`config.mk`:
```
export PLATFORM = sky130hd
export DESIGN_NAME = pooc_on_off_ctrl
export DESIGN_NICKNAME = d
export VERILOG_FILES = /design/src/hw/pooc_pkg.sv /design/src/hw/pooc_on_off_ctrl.sv /design/src/hw/pooc_regfile.sv
export SDC_FILE = /design/constraint.sdc
export NUM_CORES = 1
export LEC_CHECK = 0
export ABC_AREA = 1
export BUFFER_PORTS_ARGS = -buffer_cell sky130_fd_sc_hd__buf_2
export CORE_ASPECT_RATIO = 1.75
export CORE_UTILIZATION = 57
export CTS_CLUSTER_DIAMETER = 40
export DETAILED_ROUTE_END_ITERATION = 8
export PLACE_DENSITY = 0.78
export SYNTH_ARGS = -nofsm -noshare
export SYNTH_HDL_FRONTEND = slang
export SYNTH_SLANG_ARGS = --single-unit
```
`constraint.sdc`:
```
create_clock -name ref_clk -period 1.55 [get_ports ref_clk]
set_input_delay 0.155 -clock ref_clk [delete_from_list [all_inputs] [get_ports ref_clk]]
set_output_delay 0.155 -clock ref_clk [all_outputs]
set_load 0.01 [all_outputs]
```
`src/hw/pooc_pkg.sv`:
```
// Package: constants and types for the PMBus on/off control block
package pooc_pkg;

    // ------------------------------------------------------------
    // Command codes
    // ------------------------------------------------------------
    localparam logic [7:0] POOC_CMD_OPERATION = 8'h01;
    localparam logic [7:0] POOC_CMD_ONOFF_CFG = 8'h02;
    localparam logic [7:0] POOC_CMD_WRPROT = 8'h10;
    localparam logic [7:0] POOC_CMD_PAGE = 8'h00;
    localparam int POOC_NUM_REGS = 4;

    // ------------------------------------------------------------
    // Write-protect settings
    // ------------------------------------------------------------
    localparam logic [7:0] POOC_WP_ALL = 8'h80;
    localparam logic [7:0] POOC_WP_OPER = 8'h40;
    localparam logic [7:0] POOC_WP_CTRL = 8'h20;
    localparam logic [7:0] POOC_WP_NONE = 8'h00;

    // ------------------------------------------------------------
    // Operation byte fields
    // ------------------------------------------------------------
    localparam int POOC_OP_EN_HI = 7;
    localparam int POOC_OP_EN_LO = 6;
    localparam int POOC_OP_MG_HI = 5;
    localparam int POOC_OP_MG_LO = 4;
    localparam int POOC_OP_FA_HI = 3;
    localparam int POOC_OP_FA_LO = 2;
    localparam logic [1:0] POOC_EN_IMM_OFF = 2'h0;
    localparam logic [1:0] POOC_EN_SOFT_OFF = 2'h1;
    localparam logic [1:0] POOC_EN_ON = 2'h2;
    localparam logic [1:0] POOC_MG_NOM = 2'h0;
    localparam logic [1:0] POOC_MG_LOW = 2'h1;
    localparam logic [1:0] POOC_MG_HIGH = 2'h2;
    localparam logic [1:0] POOC_FA_IGNORE = 2'h1;
    localparam logic [1:0] POOC_FA_ACT = 2'h2;

    // ------------------------------------------------------------
    // On/off configuration fields
    // ------------------------------------------------------------
    localparam int POOC_CF_PWRUP = 4;
    localparam int POOC_CF_BUSEN = 3;
    localparam int POOC_CF_PINEN = 2;
    localparam int POOC_CF_POL = 1;
    localparam int POOC_CF_IMMOFF = 0;

    // ------------------------------------------------------------
    // Reset values
    // ------------------------------------------------------------
    localparam logic [7:0] POOC_OP_RST = 8'h00;
    localparam logic [7:0] POOC_CF_RST = 8'h00;
    localparam logic [7:0] POOC_WP_RST = 8'h00;

    typedef enum logic [1:0] {
        POOC_TGT_NOM = 2'h0,
        POOC_TGT_LOW = 2'h1,
        POOC_TGT_HIGH = 2'h2
    } pooc_target_t;

    typedef struct packed {
        logic write;
        logic [7:0] code;
        logic [7:0] data;
    } pooc_req_t;

    typedef struct packed {
        logic run;
        logic soft_stop;
        logic imm_stop;
        pooc_target_t target;
        logic margined;
        logic fault_ignore;
    } pooc_ctrl_t;

endpackage : pooc_pkg

```
`src/hw/pooc_on_off_ctrl.sv`:
```
// On/off, margin and fault-handling command decoder for a converter
`timescale 1ns/1ns
//
// Function
// - Enable field 00 stops at once, 01 stops softly, 10 runs.
// - Margin field 00 nominal, 01 margin low, 10 margin high.
// - Margined: fault field 01 ignores faults, 10 acts on them.
// - Config bit 4 clear: run whenever input power is present.
// - Config bit 4 set: run only when pin and command both allow.
// - Config bit 3 clear: ignore the operation enable field.
// - Config bit 3 set: run only while enable field commands run.
// - Config bit 2 clear ignores pin; set requires pin asserted.
// - Config bit 1 selects pin polarity: 0 active low, 1 high.
// - Pin turn-off is soft if bit 0 clear, immediate if set.
// - Operation byte at code 01 is held and read back.
// - Configuration byte at code 02 is held and applied.
// - Write-protect 40 blocks writes except protect, operation, page.
module pooc_on_off_ctrl
    import pooc_pkg::*;
(
    input wire logic ref_clk,
    input wire logic rst_n,
    input wire logic power_good_in,
    input wire logic ctrl_pin,
    input wire logic req_valid,
    input pooc_req_t req,
    output logic req_accept,
    output logic wr_reject,
    output logic [7:0] rd_data,
    output logic rd_valid,
    output pooc_ctrl_t ctrl
);

    // ------------------------------------------------------------
    // Command decode
    // ------------------------------------------------------------
    typedef enum logic [2:0] {
        POOC_ST_OFF = 3'b001,
        POOC_ST_RUN = 3'b010,
        POOC_ST_STOP = 3'b100
    } pooc_state_t;

    function automatic logic [1:0] code_idx(input logic [7:0] code);
        unique case (code)
            POOC_CMD_OPERATION: code_idx = 2'h1;
            POOC_CMD_ONOFF_CFG: code_idx = 2'h2;
            POOC_CMD_WRPROT: code_idx = 2'h3;
            default: code_idx = 2'h0;
        endcase
    endfunction : code_idx

    function automatic logic code_known(input logic [7:0] code);
        code_known = (code == POOC_CMD_OPERATION) ||
                     (code == POOC_CMD_ONOFF_CFG) ||
                     (code == POOC_CMD_WRPROT);
    endfunction : code_known

    logic [7:0] wp_q;
    logic [7:0] op_q;
    logic [7:0] cf_q;
    logic [31:0] all_q;
    logic wr_allowed;
    logic wr_go;
    logic [7:0] mem_rd;
    logic rd_pend_r;
    logic rd_known_r;

    assign op_q = all_q[15:8];
    assign cf_q = all_q[23:16];
    assign wp_q = all_q[31:24];

    // Control level also keeps the configuration byte writable
    always_comb begin
        wr_allowed = 1'b1;
        if (req.code == POOC_CMD_WRPROT) begin
            wr_allowed = 1'b1;
        end else if (wp_q == POOC_WP_ALL) begin
            wr_allowed = 1'b0;
        end else if (wp_q == POOC_WP_OPER) begin
            wr_allowed = (req.code == POOC_CMD_OPERATION) ||
                         (req.code == POOC_CMD_PAGE);
        end else if (wp_q == POOC_WP_CTRL) begin
            wr_allowed = (req.code == POOC_CMD_OPERATION) ||
                         (req.code == POOC_CMD_PAGE) ||
                         (req.code == POOC_CMD_ONOFF_CFG);
        end
    end

    assign req_accept = 1'b1;
    assign wr_go = req_valid && req.write && wr_allowed &&
                   code_known(req.code);

    always_ff @(posedge ref_clk or negedge rst_n) begin
        if (!rst_n) begin
            wr_reject <= 1'b0;
        end else begin
            wr_reject <= req_valid && req.write && !wr_allowed;
        end
    end

    // ------------------------------------------------------------
    // Register storage
    // ------------------------------------------------------------
    pooc_regfile #(
        .DEPTH(POOC_NUM_REGS)
    ) u_regs (
        .ref_clk(ref_clk),
        .rst_n(rst_n),
        .wr_en(wr_go),
        .wr_idx(code_idx(req.code)),
        .wr_data(req.data),
        .rd_idx(code_idx(req.code)),
        .rd_data(mem_rd),
        .all_q(all_q)
    );

    always_ff @(posedge ref_clk or negedge rst_n) begin
        if (!rst_n) begin
            rd_pend_r <= 1'b0;
            rd_known_r <= 1'b0;
        end else begin
            rd_pend_r <= req_valid && !req.write;
            rd_known_r <= code_known(req.code);
        end
    end

    // Unknown codes read as zero rather than stale data
    assign rd_data = rd_known_r ? mem_rd : 8'h00;
    assign rd_valid = rd_pend_r;

    // ------------------------------------------------------------
    // Start conditions
    // ------------------------------------------------------------
    logic [1:0] en_f;
    logic [1:0] mg_f;
    logic [1:0] fa_f;
    logic pin_asserted;
    logic bus_ok;
    logic pin_ok;
    logic run_req;
    logic bus_imm;

    assign en_f = op_q[POOC_OP_EN_HI:POOC_OP_EN_LO];
    assign mg_f = op_q[POOC_OP_MG_HI:POOC_OP_MG_LO];
    assign fa_f = op_q[POOC_OP_FA_HI:POOC_OP_FA_LO];

    assign pin_asserted = cf_q[POOC_CF_POL] ? ctrl_pin : !ctrl_pin;
    assign pin_ok = !cf_q[POOC_CF_PINEN] || pin_asserted;
    assign bus_ok = !cf_q[POOC_CF_BUSEN] || (en_f == POOC_EN_ON);

    always_comb begin
        if (!power_good_in) begin
            run_req = 1'b0;
        end else if (!cf_q[POOC_CF_PWRUP]) begin
            run_req = 1'b1;
        end else begin
            run_req = bus_ok && pin_ok;
        end
    end

    // Bus-caused stop is immediate only for enable code 00
    assign bus_imm = cf_q[POOC_CF_PWRUP] && cf_q[POOC_CF_BUSEN] &&
                     (en_f == POOC_EN_IMM_OFF);

    // ------------------------------------------------------------
    // Run state machine
    // ------------------------------------------------------------
    pooc_state_t state_r;
    pooc_state_t state_nxt;
    logic imm_stop_r;
    logic imm_nxt;

    always_comb begin
        state_nxt = state_r;
        imm_nxt = imm_stop_r;
        unique case (state_r)
            POOC_ST_OFF: begin
                imm_nxt = 1'b0;
                if (run_req) begin
                    state_nxt = POOC_ST_RUN;
                end
            end
            POOC_ST_RUN: begin
                if (!run_req) begin
                    state_nxt = POOC_ST_STOP;
                    if (!power_good_in || bus_imm) begin
                        imm_nxt = 1'b1;
                    end else if (!pin_ok) begin
                        imm_nxt = cf_q[POOC_CF_IMMOFF];
                    end else begin
                        imm_nxt = 1'b0;
                    end
                end
            end
            POOC_ST_STOP: begin
                // Power stage owns ramp timing; one cycle marks the stop
                state_nxt = run_req ? POOC_ST_RUN : POOC_ST_OFF;
            end
            default: begin
                state_nxt = POOC_ST_OFF;
                imm_nxt = 1'b0;
            end
        endcase
    end

    always_ff @(posedge ref_clk or negedge rst_n) begin
        if (!rst_n) begin
            state_r <= POOC_ST_OFF;
            imm_stop_r <= 1'b0;
        end else begin
            state_r <= state_nxt;
            imm_stop_r <= imm_nxt;
        end
    end

    // ------------------------------------------------------------
    // Outputs
    // ------------------------------------------------------------
    pooc_target_t tgt;

    always_comb begin
        unique case (mg_f)
            POOC_MG_LOW: tgt = POOC_TGT_LOW;
            POOC_MG_HIGH: tgt = POOC_TGT_HIGH;
            default: tgt = POOC_TGT_NOM;
        endcase
    end

    always_ff @(posedge ref_clk or negedge rst_n) begin
        if (!rst_n) begin
            ctrl <= '0;
        end else begin
            ctrl.run <= (state_nxt == POOC_ST_RUN);
            ctrl.soft_stop <= (state_nxt == POOC_ST_STOP) && !imm_nxt;
            ctrl.imm_stop <= (state_nxt == POOC_ST_STOP) && imm_nxt;
            ctrl.target <= tgt;
            ctrl.margined <= (tgt != POOC_TGT_NOM);
            ctrl.fault_ignore <= (tgt != POOC_TGT_NOM) &&
                                 (fa_f == POOC_FA_IGNORE);
        end
    end

endmodule : pooc_on_off_ctrl

```
`src/hw/pooc_regfile.sv`:
```
// Small register memory holding the command byte values
`timescale 1ns/1ns
module pooc_regfile
    import pooc_pkg::*;
#(
    parameter int DEPTH = POOC_NUM_REGS
) (
    input wire logic ref_clk,
    input wire logic rst_n,
    input wire logic wr_en,
    input wire logic [$clog2(DEPTH)-1:0] wr_idx,
    input wire logic [7:0] wr_data,
    input wire logic [$clog2(DEPTH)-1:0] rd_idx,
    output logic [7:0] rd_data,
    output logic [DEPTH*8-1:0] all_q
);

    logic [7:0] mem_r [DEPTH];

    always_ff @(posedge ref_clk or negedge rst_n) begin
        if (!rst_n) begin
            for (int i = 0; i < DEPTH; i++) begin
                mem_r[i] <= 8'h00;
            end
        end else if (wr_en) begin
            mem_r[wr_idx] <= wr_data;
        end
    end

    always_ff @(posedge ref_clk or negedge rst_n) begin
        if (!rst_n) begin
            rd_data <= 8'h00;
        end else if (wr_en && wr_idx == rd_idx) begin
            rd_data <= wr_data;
        end else begin
            rd_data <= mem_r[rd_idx];
        end
    end

    always_comb begin
        for (int i = 0; i < DEPTH; i++) begin
            all_q[i*8 +: 8] = mem_r[i];
        end
    end

endmodule : pooc_regfile

```
# After elaboration in Yosys (flattened, before gate mapping)
# Cells that the tools add are included.
# op_classes
multipliers,0
n_addsub,0
bitwise_logic,1
order_cmp,2
n_mux,25
n_reduce_logical,29
eq_ne,15
div,0
n_shift,0
# ops
cell,count
2-to-1 mux 8 bit,5
bitwise mux 32 bit,1
binary-select mux 8 bit (select 2 bit),1
demux 8 bit (select 2 bit),1
logical AND 1 bit,12
2-to-1 mux 1 bit,10
case mux 3 bit (3 select lines),1
== test 8 x 1 -> 1 bit (second input constant),1
== test 8 x 2 -> 1 bit (second input constant),1
== test 8 x 5 -> 1 bit (second input constant),1
== test 8 x 6 -> 1 bit (second input constant),1
== test 8 x 7 -> 1 bit (second input constant),1
== test 8 bit (second input constant),1
logical NOT 8 bit,1
logical NOT 1 bit,7
logical OR 1 bit,7
== test 3 x 2 -> 1 bit (second input constant),2
== test 3 bit (second input constant),2
2-to-1 mux 3 bit,2
case mux 2 bit (3 select lines),1
== test 2 x 1 -> 1 bit (second input constant),2
== test 2 bit (second input constant),2
case mux 2 bit (2 select lines),1
== test 3 x 1 -> 1 bit (second input constant),1
other kinds (7),7
# word_totals
latch_bits,0
n_memories,0
ff_bits,54
output_inout_bits,18
rom_bits,0
ram_bits,0
in_bits,22

# Depth between registers and ports, before layout
# depth
depth_word,10
ltp_mapped,11
mapped_depth_nobuf,10

# Modules after synthesis
# A second synthesis with hierarchy kept.
# unflattened
hier_cells,380
hier_area_um2,2939.1
# by_module_without_submodules
module,area_per_inst_um2,seq_area_each_um2,cells_per_inst,n_inst
pooc_regfile,2054.5,1001.0,251,1
pooc_on_off_ctrl,884.6,351.6,129,1

# Worst setup path before layout
# Ideal clock, no wire load.
# synth_timing
kind,reg2reg
startpoint,"reg u_regs.mem_r, in the netlist u_regs.all_q[25]"
endpoint,reg u_regs.rd_data[0]
n_path_buf,1
path_slack_ns,0.173
stages_incl_launch_ff,8
setup_time_ns,0.118
arrival_time_ns,1.259
path_cell_list,dfrtp_1 -> nor3_1 -> nand3_1 -> nor2_4 -> nand3_4 -> buf_6 -> nand4_1 -> nand2_1
# synth_between
elab_chain_len,8
elab_cells_between_ends,10
cone_classes,3 x eq/ne; 5 x mux; 2 x reduce/logical
# synth_rtl
item,line_no,text
start: declaration,pooc_regfile.sv:18,logic [7:0] mem_r [DEPTH];
start signal: indexed assignment,pooc_regfile.sv:26,mem_r[wr_idx] <= wr_data;
== test 8 x 6 -> 1 bit,pooc_on_off_ctrl.sv:82,end else if (wp_q == POOC_WP_CTRL) begin
2-to-1 mux 1 bit,pooc_on_off_ctrl.sv:82,
2-to-1 mux 1 bit,pooc_on_off_ctrl.sv:79,end else if (wp_q == POOC_WP_OPER) begin
2-to-1 mux 1 bit (*),pooc_on_off_ctrl.sv:77,end else if (wp_q == POOC_WP_ALL) begin
2-to-1 mux 1 bit (*),pooc_on_off_ctrl.sv:75,if (req.code == POOC_CMD_WRPROT) begin
logical AND 1 bit (*) (2 in series),pooc_on_off_ctrl.sv:90,assign wr_go = req_valid && req.write && wr_allowed &&
2-to-1 mux 8 bit (*),pooc_regfile.sv:33,end else if (wr_en && wr_idx == rd_idx) begin
end signal: assignment,pooc_regfile.sv:34,rd_data <= wr_data;
end signal: assignment,pooc_regfile.sv:36,rd_data <= mem_r[rd_idx];
end: declaration,pooc_regfile.sv:14,"output logic [7:0] rd_data,"
# Mark *: on every way between the ends. The rest lies on a longest branch, timed or not.
# A chain may end at the register's enable or synchronous reset.

# Final worst setup path
# layout_timing
startpoint,"reg u_regs.mem_r, in the netlist u_regs.all_q[25]"
endpoint,"reg u_regs.mem_r, in the netlist u_regs.all_q[30]"
# layout_between
elab_chain_len,7
elab_cells_between_ends,9
cone_classes,3 x eq/ne; 4 x mux; 2 x reduce/logical
# layout_rtl
item,line_no
== test 8 x 6 -> 1 bit,pooc_on_off_ctrl.sv:82
2-to-1 mux 1 bit,pooc_on_off_ctrl.sv:82
2-to-1 mux 1 bit,pooc_on_off_ctrl.sv:79
2-to-1 mux 1 bit (*),pooc_on_off_ctrl.sv:77
2-to-1 mux 1 bit (*),pooc_on_off_ctrl.sv:75
logical AND 1 bit (*) (2 in series),pooc_on_off_ctrl.sv:90
# Marks and branches as above.

==> run metrics <==
number of global-route vias before repair approximately 2200; CTS root buffer clkbuf_8; ANT cells 0; CTS max path bufs 2; required time of the critical path roughly 1800 ps; Initial Utilization 0.590; clock share of power 0.334; initial antenna violation count 0; RR Endpoint u_regs.all_q[30]; Synth area leaders dfrtp_1, nand2_1, nand4_1, inv_1, nand3_4; WP buf/inv 1; Die Area between 0.005 and 0.006 mm2; cell at the slowest stage of the critical path dfrtp_1; commonest cells in the netlist nand2_1, dfrtp_1, nand4_1, inv_1, nor2_1; clk slew on worst S/H paths roughly 90 ps; final hold vios 0; GRT Util Overall 0.274; dpl cells about 410; cell taking the most area after synthesis dfrtp_1; register area share after synthesis 0.496; GRT overflow 0; register bit total from synthesis between 50 and 60; core area 0.00462 mm2; sequential share of power 0.539; Min Hold Slack about 53 ps; fraction of layout cells with a size suffix above 1 0.237; DIE HEIGHT 93.5 um; P_sw between 0.0007 and 0.0008 W; Worst setup EP type flip-flop; delay-heaviest family, CP simple AND/OR/NAND/NOR gates; Synth-to-Final Area Change 18.3%; skew final between 10 and 15 ps; setup bufs post-CTS 0; Peak VDD IR a little under 0.001 V; post-route cell area around 0.0032 mm2; PortBufs 38; DRC 0; most common flop cell mapped by yosys dfrtp_1; crit-path max FO 6; fin cells about 420; Clock Latency Late Sink roughly 310 ps; antenna viol nets, final 0; crit path DAT roughly 1700 ps; CTS tree built; Post-DP Area 0.00300 mm2; # H-tree levels 2; critical path class flip-flop to flip-flop; Comb pwr share 0.126; via count 2327; Hold Path End rd_valid; crit-path cells nor3_2 -> nand3_2 -> nor2_4 -> nand3_4 -> clkbuf_16 -> nand4_1 -> nand2_1; RSZ-0062 raised after global routing true; PwrDens around 870 mW/mm2; Mapped Area between 0.002 and 0.003 mm2; I/O pin cnt 40; max-slew headroom at the worst pin 0.620; TritonCTS sink count 54; hold path depth 3; most common cell in the netlist nand2_1; max incr delay on CP 390 ps; reg2reg start u_regs.all_q[25]; largest net degree at the start of global routing 25; Net Count, Synth 348; Syn Inst Count about 320; R2R Setup Slk 80 ps; Pre-Repair DR Iteration Count 5; Post-synth EDFFs 0; Pleak 1.84 nW; Routed WL ~6.3 mm; first-pass GRT wire length between 9 and 10 mm; warnings from Yosys 0; routed len/inst approximately 15 um; HP Class input pin to flip-flop; period utilisation layout 0.949; die width 54.3 um; Syn Area/Cell around 8.4 um2; CP startpoint kind flip-flop; HP Start req_valid; async set-reset flop share out of synthesis 1.00; vias per cell 5.50; Worst R2R Path Depth 7; Final GP Congestion about 1.0; num rows 33; status complete, no violations; initial DRC count just over 100; Finished Core Util 0.698; cts bufs inserted 5; max-cap violations 0; net count reported at finish just under 400; Pins Over Slew Limit 0; Distinct cells, synth 27; Detailed Place HPWL approximately 4.8 mm; switching share of power 0.252; shortest period the worst path allows 1470 ps; Max Fclk between 600 and 700 MHz; Internal 0.00210 W; Worst Tran Pin Value between 500 and 600 ps; area share of the largest cell type after synthesis 0.486; setup violators final 0; final setup TNS 0 ps
worst register-to-register path, stage by stage, from the launching register on:
cell and delay (ps):
dfrtp_1 390, nor3_2 200, nand3_2 110, nor2_4 150, nand3_4 160, clkbuf_16 200, nand4_1 90, nand2_1 60
kinds of logic (layout without fill, tap and decap cells):
group	Yosys count	after routing	synth area share
and+or+nand+nor	202	203	0.382
buffers and inverters	56	102	0.0945
DFF	54	54	0.496
AOI/OAI and AO/OA	9	9	0.0174
adders and majority gates	2	2	0.00917
other	1	1	0.00137
placed cells by master, fill, tap and decap left out:
| master | n |
|---|---|
| nand2_1 | 110 |
| bufinv_16 | 1 |
| nand2_2 | 3 |
| buf_12 | 2 |
| o31ai_1 | 1 |
| nor2_1 | 14 |
| nand3b_1 | 6 |
| conb_1 | 1 |
| ha_1 | 2 |
| o21ai_0 | 6 |
| nor3_2 | 1 |
| buf_2 | 39 |
| dlygate4sd3_1 | 2 |
| inv_2 | 2 |
| buf_6 | 1 |
| nor3_1 | 2 |
| buf_4 | 13 |
| dfstp_2 | 1 |
| nand3_2 | 3 |
| clkinv_4 | 1 |
| inv_4 | 1 |
| dfrtp_1 | 53 |
| nand3_4 | 7 |
| nor2_2 | 2 |
| inv_1 | 31 |
| nand3_1 | 11 |
| clkbuf_16 | 2 |
| nand4_1 | 41 |
| clkinv_1 | 1 |
| clkbuf_8 | 5 |
| nor2_8 | 1 |
| inv_6 | 1 |
| a21oi_1 | 2 |
| nor2_4 | 2 |
worst max path at each step:
stage	start	to	slack, ps	depth (start not counted)
3_3_place_gp	req[11]	u_regs.all_q[25]	4	9
2_1_floorplan	u_regs.all_q[25]	u_regs.rd_data[0]	170	7
6_report	u_regs.all_q[25]	u_regs.all_q[30]	80	7
4_1_cts	u_regs.all_q[25]	u_regs.all_q[26]	40	7
3_5_place_dp	req[11]	u_regs.all_q[25]	-20	9
5_1_grt	u_regs.all_q[25]	u_regs.all_q[28]	-4	7
area by class of cell:
class                   count  area (um2)
clock buffers               5        68.8
multi-input cells         215        1140
clock inverters             3        47.5
inverters                  35         134
repair buffers             59         414
well taps                  52        65.1
flip-flops and latches     54        1350
fillers                   384        1400
state kept, by name, summed over array words and instances (netlist names):
name	cells
state_r	3
imm_stop_r	1
u_regs.rd_data	8
rd_valid	1
wr_reject	1
rd_known_r	1
ctrl	7
u_regs.all_q	32
power groups by stage:
stage	logic [W]	registers [W]	clock network, W
after detailed placement	0.000321	0.00154	0
final	0.000354	0.00151	0.000938
after CTS	0.000326	0.00151	0.000950
after global placement	0.000309	0.00154	0
after global routing	0.000400	0.00153	0.00101
after floorplan	0.000180	0.00154	0
per-layer routing:
| metal | part of all wire | global-route usage |
|---|---|---|
| met1 | 0.37 | 0.309 |
| met4 | 0.046 | 0.126 |
| met5 | 0 | 0 |
| met3 | 0.054 | 0.0520 |
| met2 | 0.53 | 0.472 |
per-stage QoR:
step,setup WS [ps],total power (W)
after floorplan,173,0.00172
final,79.3,0.00281
after CTS,42.2,0.00279
after detailed placement,-18.1,0.00186
after global placement,4.09,0.00185
after global routing,-3.75,0.00294
what timing repair did:
action / 4_1_cts / 5_1_grt
endpoints found under the hold margin: 18 / 0
resized for setup: 0 / 4
hold buffers: 2 / 0
setup endpoints to repair: 0 / 32
No activity file was read; power rests on OpenSTA's default activity.
